===== src/hw/alc_defines.vh =====
`ifndef ALC_DEFINES_VH
`define ALC_DEFINES_VH
// register offsets
`define ALC_REG_CAL 8'h05
`define ALC_REG_MASK 8'h06
`define ALC_REG_LIMIT 8'h07
// mask and enable field positions
`define ALC_SENSE_OVER_ENABLE_BIT 15
`define ALC_SENSE_UNDER_ENABLE_BIT 14
`define ALC_BUS_OVER_ENABLE_BIT 13
`define ALC_BUS_UNDER_ENABLE_BIT 12
`define ALC_POVL_BIT 11
`define ALC_RDY_EN_BIT 10
`define ALC_HIT_BIT 4
`define ALC_DONE_BIT 3
`define ALC_OVF_BIT 2
`define ALC_POL_BIT 1
`define ALC_LATCH_BIT 0
// writable bits of the mask and enable register and of the calibration register
`define ALC_MASK_WR_BITS 16'hFC03
`define ALC_CAL_WR_BITS 16'h7FFF
// reset values
`define ALC_CAL_RST 16'h0000
`define ALC_MASK_RST 16'h0000
`define ALC_LIMIT_RST 16'h0000
// result kinds on the conversion strobe
`define ALC_KIND_SENSE 1'b0
`define ALC_KIND_BUS 1'b1
`endif


===== src/hw/alc_alert_limit.v =====
`timescale 1ns/100ps
`include "alc_defines.vh"
module alc_alert_limit (
  // clock and reset
  input wire i_clk_sys,
  input wire i_nrst,
  // register port from the serial bus unit
  input wire [7:0] i_reg_addr,
  input wire i_reg_wr,
  input wire [15:0] i_reg_wdata,
  input wire i_reg_rd,
  output reg [15:0] o_reg_rdata,
  output reg o_reg_rvalid,
  // converter unit
  input wire i_conv_done,
  input wire i_conv_kind,
  input wire [15:0] i_sense_code,
  input wire [15:0] i_bus_code,
  input wire i_cycle_done,
  input wire i_cfg_wr,
  input wire i_cfg_pd,
  // power multiplier result, valid one cycle after the current result
  input wire i_power_valid,
  input wire [15:0] i_power,
  input wire i_power_ovf,
  // results out
  output reg [15:0] o_current,
  output reg o_current_valid,
  output reg [15:0] o_cal,
  // alert pin, open drain
  input wire i_alert_pin,
  output reg o_alert_out,
  output reg o_alert_oe
);
  reg [15:0] cal_q;
  reg [15:0] cal_d;
  reg [15:0] mask_q;
  reg [15:0] mask_d;
  reg [15:0] limit_q;
  reg [15:0] limit_d;
  reg hit_q;
  reg hit_d;
  reg done_q;
  reg done_d;
  reg ovf_q;
  reg ovf_d;
  reg bus_cmp_q;
  reg [15:0] bus_hold_q;
  wire mask_rd;
  wire [4:0] sel;
  wire mul_valid;
  wire [15:0] mul_current;
  wire mul_ovf;
  wire eval_sense;
  wire eval_bus;
  wire eval_power;
  wire eval_any;
  reg fault;
  wire limit_alert;
  wire alert_active;
  localparam ST_IDLE = 2'b01;
  localparam ST_WAIT = 2'b10;
  reg [1:0] st_q;
  reg [1:0] st_d;

  // unsigned greater / less
  function [1:0] ucmp;
    input [15:0] a;
    input [15:0] b;
    begin
      ucmp = {(a > b), (a < b)};
    end
  endfunction

  // signed greater / less
  function [1:0] scmp;
    input [15:0] a;
    input [15:0] b;
    begin
      scmp = {($signed(a) > $signed(b)), ($signed(a) < $signed(b))};
    end
  endfunction

  // priority pick of the limit function
  function [4:0] pick_top;
    input [4:0] en;
    begin
      casez (en)
        5'b1????: pick_top = 5'b10000;
        5'b01???: pick_top = 5'b01000;
        5'b001??: pick_top = 5'b00100;
        5'b0001?: pick_top = 5'b00010;
        5'b00001: pick_top = 5'b00001;
        default: pick_top = 5'b00000;
      endcase
    end
  endfunction

  assign mask_rd = i_reg_rd && (i_reg_addr == `ALC_REG_MASK);
  assign sel = pick_top(mask_q[`ALC_SENSE_OVER_ENABLE_BIT:`ALC_POVL_BIT]);

  alc_scale_mult u_mult (
    .i_clk_sys(i_clk_sys),
    .i_nrst(i_nrst),
    .i_start(i_conv_done && (i_conv_kind == `ALC_KIND_SENSE)),
    .i_sense(i_sense_code),
    .i_cal(cal_q),
    .o_valid(mul_valid),
    .o_current(mul_current),
    .o_ovf(mul_ovf)
  );

  assign eval_sense = i_conv_done && (i_conv_kind == `ALC_KIND_SENSE);
  assign eval_bus = i_conv_done && (i_conv_kind == `ALC_KIND_BUS);
  assign eval_power = i_power_valid && bus_cmp_q;
  assign eval_any = eval_sense || eval_bus || eval_power;

  always @* begin
    fault = 1'b0;
    if (sel[4] && eval_sense) begin
      fault = scmp(i_sense_code, limit_q) == 2'b10;
    end
    if (sel[3] && eval_sense) begin
      fault = scmp(i_sense_code, limit_q) == 2'b01;
    end
    if (sel[2] && eval_bus) begin
      fault = ucmp(i_bus_code, limit_q) == 2'b10;
    end
    if (sel[1] && eval_bus) begin
      fault = ucmp(i_bus_code, limit_q) == 2'b01;
    end
    if (sel[0] && eval_power) begin
      fault = ucmp(i_power, limit_q) == 2'b10;
    end
  end

  // function evaluations that concern the selected source
  wire sel_eval;
  assign sel_eval = ((sel[4] || sel[3]) && eval_sense) ||
                    ((sel[2] || sel[1]) && eval_bus) || (sel[0] && eval_power);

  // power compare armed by a bus conversion
  always @(posedge i_clk_sys) begin
    if (!i_nrst) begin
      bus_cmp_q <= 1'b0;
      bus_hold_q <= 16'h0000;
    end else begin
      if (eval_bus) begin
        bus_cmp_q <= 1'b1;
        bus_hold_q <= i_bus_code;
      end else if (i_power_valid) begin
        bus_cmp_q <= 1'b0;
      end
    end
  end

  // register writes
  always @* begin
    cal_d = cal_q;
    mask_d = mask_q;
    limit_d = limit_q;
    if (i_reg_wr) begin
      case (i_reg_addr)
        `ALC_REG_CAL: cal_d = i_reg_wdata & `ALC_CAL_WR_BITS;
        // reserved and flag bits not written
        `ALC_REG_MASK: mask_d = i_reg_wdata & `ALC_MASK_WR_BITS;
        `ALC_REG_LIMIT: limit_d = i_reg_wdata;
        default: cal_d = cal_q;
      endcase
    end
  end

  // done flag wait state: cycle end may follow a sense multiply
  always @* begin
    st_d = st_q;
    case (st_q)
      ST_IDLE: if (i_cycle_done) st_d = ST_WAIT;
      ST_WAIT: st_d = ST_IDLE;
      default: st_d = ST_IDLE;
    endcase
  end

  // flags, set wins over clear
  always @* begin
    done_d = done_q;
    hit_d = hit_q;
    ovf_d = ovf_q;
    // done clears on mask read or on a config write with i_cfg_pd low
    if ((i_cfg_wr && !i_cfg_pd) || mask_rd) begin
      done_d = 1'b0;
    end
    if (st_q == ST_WAIT) begin
      done_d = 1'b1;
    end
    if (mask_q[`ALC_LATCH_BIT]) begin
      if (mask_rd) begin
        hit_d = 1'b0;
      end
    end else begin
      if (sel_eval && !fault) begin
        hit_d = 1'b0;
      end
    end
    if (sel_eval && fault) begin
      hit_d = 1'b1;
    end
    if (mul_valid || i_power_valid) begin
      ovf_d = (mul_valid && mul_ovf) || (i_power_valid && i_power_ovf);
    end
  end

  assign limit_alert = hit_d;
  assign alert_active = limit_alert || (mask_q[`ALC_RDY_EN_BIT] && done_d);

  always @(posedge i_clk_sys) begin
    if (!i_nrst) begin
      cal_q <= `ALC_CAL_RST;
      mask_q <= `ALC_MASK_RST;
      limit_q <= `ALC_LIMIT_RST;
      hit_q <= 1'b0;
      done_q <= 1'b0;
      ovf_q <= 1'b0;
      st_q <= ST_IDLE;
      o_reg_rdata <= 16'h0000;
      o_reg_rvalid <= 1'b0;
      o_current <= 16'h0000;
      o_current_valid <= 1'b0;
      o_cal <= 16'h0000;
      o_alert_out <= 1'b0;
      o_alert_oe <= 1'b0;
    end else begin
      cal_q <= cal_d;
      mask_q <= mask_d;
      limit_q <= limit_d;
      hit_q <= hit_d;
      done_q <= done_d;
      ovf_q <= ovf_d;
      st_q <= st_d;
      o_cal <= cal_d;
      o_current <= mul_valid ? mul_current : o_current;
      o_current_valid <= mul_valid;
      o_reg_rvalid <= i_reg_rd;
      if (i_reg_rd) begin
        case (i_reg_addr)
          `ALC_REG_CAL: o_reg_rdata <= cal_q;
          `ALC_REG_MASK: o_reg_rdata <= {mask_q[15:10], 5'h00, hit_q, done_q, ovf_q,
                                         mask_q[1:0]};
          `ALC_REG_LIMIT: o_reg_rdata <= limit_q;
          default: o_reg_rdata <= 16'h0000;
        endcase
      end
      // polarity: pull low when active-low, release when active-high
      o_alert_out <= 1'b0;
      o_alert_oe <= mask_q[`ALC_POL_BIT] ? ~alert_active : alert_active;
    end
  end
endmodule // alc_alert_limit


===== src/hw/alc_scale_mult.v =====
`timescale 1ns/100ps
// registered multiply of signed sense code by calibration, with saturation
module alc_scale_mult (
  // clock and reset
  input wire i_clk_sys,
  input wire i_nrst,
  // operands
  input wire i_start,
  input wire [15:0] i_sense,
  input wire [15:0] i_cal,
  // result
  output reg o_valid,
  output reg [15:0] o_current,
  output reg o_ovf
);
  wire signed [32:0] prod;
  wire hi_ok;
  assign prod = $signed(i_sense) * $signed({1'b0, i_cal});
  // product fits in 16 signed bits when bits 32..15 all equal
  assign hi_ok = (prod[32:15] == {18{1'b0}}) || (prod[32:15] == {18{1'b1}});
  always @(posedge i_clk_sys) begin
    if (!i_nrst) begin
      o_valid <= 1'b0;
      o_current <= 16'h0000;
      o_ovf <= 1'b0;
    end else begin
      o_valid <= i_start;
      if (i_start) begin
        o_ovf <= ~hi_ok;
        if (hi_ok) begin
          o_current <= prod[15:0];
        end else if (prod[32]) begin
          o_current <= 16'h8000;
        end else begin
          o_current <= 16'h7FFF;
        end
      end
    end
  end
endmodule // alc_scale_mult


===== config.mk =====
export PLATFORM = sky130hd
export DESIGN_NAME = alc_alert_limit
export DESIGN_NICKNAME = d
export VERILOG_FILES = /design/src/hw/alc_alert_limit.v /design/src/hw/alc_scale_mult.v
export VERILOG_INCLUDE_DIRS = /design/src /design/src/hw
export SDC_FILE = /design/constraint.sdc
export NUM_CORES = 1
export LEC_CHECK = 0
export ABC_AREA = 1
export BUFFER_PORTS_ARGS = -buffer_cell sky130_fd_sc_hd__buf_2
export CORE_MARGIN = 2
export CORE_UTILIZATION = 40
export CTS_BUF_LIST = sky130_fd_sc_hd__clkbuf_8
export DETAILED_ROUTE_END_ITERATION = 16
export PLACE_DENSITY = 0.68
export SYNTH_ARGS = -nofsm -noshare
export SYNTH_HDL_FRONTEND = slang
export SYNTH_HIERARCHICAL = 1
export SYNTH_SLANG_ARGS = --single-unit

===== constraint.sdc =====
create_clock -name i_clk_sys -period 7.5 [get_ports i_clk_sys]
set_clock_uncertainty 0.05 [all_clocks]
set_input_delay 1.125 -clock i_clk_sys [delete_from_list [all_inputs] [get_ports i_clk_sys]]
set_output_delay 1.125 -clock i_clk_sys [all_outputs]
set_load 0.02 [all_outputs]

==> impl_metrics.py <==
metrics = {
    "setup_path": {
        "slowest_stage": "fa_1",
        "cp_data_arrival_time_ns": 7.17,
        "reg2reg_to": "u_mult/o_current[7]",
        "cp.required_ns": 7.75,
        "cp_max_fo": 17,
        "startpoint_type": "input port",
        "worstSetupEndpointType": "flip-flop",
        "reg2reg_depth": 27,
        "critical_path_class": "input port to flip-flop",
        "path_common_cell": "nand2_1",
        "max_stage_delay_ns": 0.55,
        "r2r_start": "o_cal[7]",
        "reg2reg_slack_ns": 0.65,
    },
    "sta": {
        "slew_headroom": 0.262,
        "setup_violations": 0,
        "finalHoldViolations": 0,
        "rsz0062_at_grt": "no",
        "slew_viol_final": 0,
        "tightest_slew_ns": 1.10,
        "min_period_over_period": 0.922,
        "clock.fmax_mhz": 145,
        "finalCriticalPeriod_ns": 6.91,
        "finalSetupTns_ns": 0,
        "fin_hold_ws_ns": 0.397,
        "fin_ws_ns": 0.588,
    },
    "clock_tree": {
        "clock-root-buffer": "clkbuf_8",
        "cts_tree": "built",
        "cts_hold_buf": 0,
        "cts.path.max_buffers": 2,
        "ctsResizeCount": 0,
        "cts.sinks": 98,
        "clk_pin_slew_ns": 0.09,
        "clk_latency_ns": 0.38,
        "cts_buffers": 9,
        "cts_max_level": 3,
        "cts_setup_buffers": 0,
    },
    "routing": {
        "ant_nets": 0,
        "routed_via_density": 4.84,
        "routed_wirelength_microns": 40200,
        "drc": 0,
        "drt_iter0_drc": 1045,
        "num_vias": 13328,
        "wl_per_cell_microns": 14.6,
        "first_pass_iters": 5,
    },
    "synth": {
        "async_reset_ff_frac": 0,
        "synth_top_area_cell": "fa_1",
        "syn_area_per_cell_sq_um": 7.04,
        "ys_top_cells_by_area": "fa_1 26%, nand2_1 15%, ha_1 14%, inv_1 13%, dfxtp_1 13%",
        "synth_cell_types": 46,
        "ys.flop_type": "dfxtp_1",
        "synthCells": 2153,
        "synth_area_sq_um": 15200,
        "seq_area_frac_synth": 0.129,
        "yosys_warnings": 6,
        "synth_top_area_share": 0.256,
        "ys_ff_latch": 98,
        "synth-edff-count": 0,
    },
    "placement": {
        "pre_cts_ws_ns": 0.234,
        "dp_hpwl_microns": 33000,
        "io_buffers": 132,
        "gp_congestion": 0.931,
        "placed_area_sq_um": 16300,
    },
    "final_layout": {
        "stdcell_area_sq_um": 16500,
        "syn_to_final_growth_pct": 8.74,
        "nets": 2686,
        "drive_above_1_share": 0.105,
    },
    "power_and_ir_drop": {
        "p_sw_w": 0.000493,
        "p_int_w": 0.000824,
        "p_sw_frac": 0.374,
        "pwr-share-comb": 0.331,
        "p_clk_frac": 0.257,
        "p_seq_frac": 0.412,
        "fin_total_pwr_w": 0.00132,
        "p_leak_nw": 9.53,
        "power.density_nw_per_um2": 79.9,
        "ir_drop_v": 0.0000756,
    },
    "global_routing": {
        "grt.total_usage": 0.211,
        "grt_pass1_wl_microns": 66800,
        "grt_pass1_vias": 13432,
        "grt-ovfl-total": 0,
        "grt_max_degree": 75,
        "antenna_found_initial": 1,
    },
    "min_path": {
        "min_path_type": "flip-flop to flip-flop",
        "hold_depth": 1,
        "hold_end": "st_q[1]",
        "min_from": "st_q[1]",
    },
    "flow_run": {
        "maxCapViolations": 0,
    },
    "floorplanning": {
        "chipWidth_microns": 199,
        "die_height_microns": 199,
        "die-area_sq_um": 39500,
        "core_sq_um": 37500,
        "io_pins": 136,
        "start_util": 0.404,
        "fp-row-count": 71,
    },
    "run_status": {
        "status": "finished, final reports clean",
    },
}
==> power groups by stage <==
stage / registers, W / logic [W] / clock network (W)
finish: 0.000542 / 0.000435 / 0.000339
global placement: 0.000554 / 0.000423 / 0
global route: 0.000544 / 0.000496 / 0.000363
detailed placement: 0.000555 / 0.000430 / 0
floorplan: 0.000558 / 0.000295 / 0
CTS: 0.000543 / 0.000434 / 0.000342
==> synthesized netlist by cell type (3+ instances only) <==
cell type / count
xnor2_1: 4
o21ai_0: 83
nand4_1: 13
inv_1: 537
a21oi_1: 102
ha_1: 170
nand2_1: 592
clkbuf_1: 71
buf_2: 5
or2_2: 9
a21oi_2: 12
nor2_2: 7
nand2_2: 16
nor2_1: 107
nor3_1: 10
fa_1: 194
clkinv_1: 3
o22ai_1: 11
nand3_2: 3
o211ai_2: 3
nor4_1: 3
buf_4: 4
nand3b_1: 4
inv_2: 4
and2_1: 3
xor2_1: 13
nand3_1: 47
dfxtp_1: 98
==> per-stage QoR <==
step                instances  utilization
finish                   2755        0.440
CTS                      2754        0.440
global route             2754        0.440
global placement         2738        0.435
floorplan                2155            -
detailed placement       2738        0.435
==> layout make-up <==
class / instances / area [sq um]
clock inverters: 6 / 48.8
fillers: 3834 / 21000
well taps: 511 / 639
inverters: 544 / 2040
diodes: 1 / 2.50
clock buffers: 10 / 138
repair buffers: 157 / 861
flip-flops and latches: 98 / 1960
multi-input cells: 1428 / 10800
==> cells by family (layout without fill, tap and decap cells) <==
group | count (synthesis) | after routing | synth area share
AND/OR/NAND/NOR | 822 | 822 | 0.223
AO/OA/AOI/OAI | 222 | 222 | 0.0822
adder cells (fa/ha/maj) | 364 | 364 | 0.396
flip-flops | 98 | 98 | 0.129
other | 1 | 4 | 0.000247
XOR/XNOR | 17 | 17 | 0.00982
buffers and inverters | 629 | 717 | 0.159
==> layout by cell type (no fill, tap or decap), types with 7 or more instances in the layout <==
master / synthesis / layout
a21oi_1: 102 / 102
a21oi_2: 12 / 12
buf_2: 5 / 132
buf_4: 4 / 24
clkbuf_8: 0 / 10
dfxtp_1: 98 / 98
fa_1: 194 / 194
ha_1: 170 / 170
inv_1: 537 / 537
nand2_1: 592 / 592
nand2_2: 16 / 16
nand3_1: 47 / 47
nand4_1: 13 / 13
nor2_1: 107 / 107
nor2_2: 7 / 7
nor3_1: 10 / 10
o21ai_0: 83 / 83
o22ai_1: 11 / 11
or2_2: 9 / 9
xor2_1: 13 / 13
==> worst max path at each step <==
stage	startpoint	to	slack [ns]	cells past startpoint
6_report	i_sense_code[2]	u_mult/o_current[7]	0.59	26
5_1_grt	i_sense_code[2]	u_mult/o_current[11]	0.19	28
4_1_cts	i_sense_code[1]	u_mult/o_current[11]	0.58	28
3_5_place_dp	i_sense_code[1]	u_mult/o_current[11]	0.23	29
3_3_place_gp	i_sense_code[2]	u_mult/o_current[11]	0.27	24
2_1_floorplan	i_sense_code[7]	u_mult/o_current[0]	0.66	30
==> critical path, delay by kind of cell <==
kind / cells / cell delay, ns
fa+ha+maj: 7 / 3.50
simple gates: 13 / 1.82
buf+inv: 5 / 0.57
compound gates: 1 / 0.15
==> sequential cells by signal, indices dropped and copies added, names as in the netlist, 2 cells and up <==
signal / cells
o_current: 16
u_mult/o_current: 16
mask_q: 8
st_q: 2
o_cal: 15
limit_q: 16
o_reg_rdata: 16
==> routing by layer <==
metal	global-route usage	part of all wire	vias up
met5	0	0.00042	-
met2	0.364	0.48	401
li1	-	-	6551
met4	0.0467	0.022	2
met1	0.282	0.44	6308
met3	0.0251	0.055	66
Note: power is estimated with default switching activity, not from simulation.
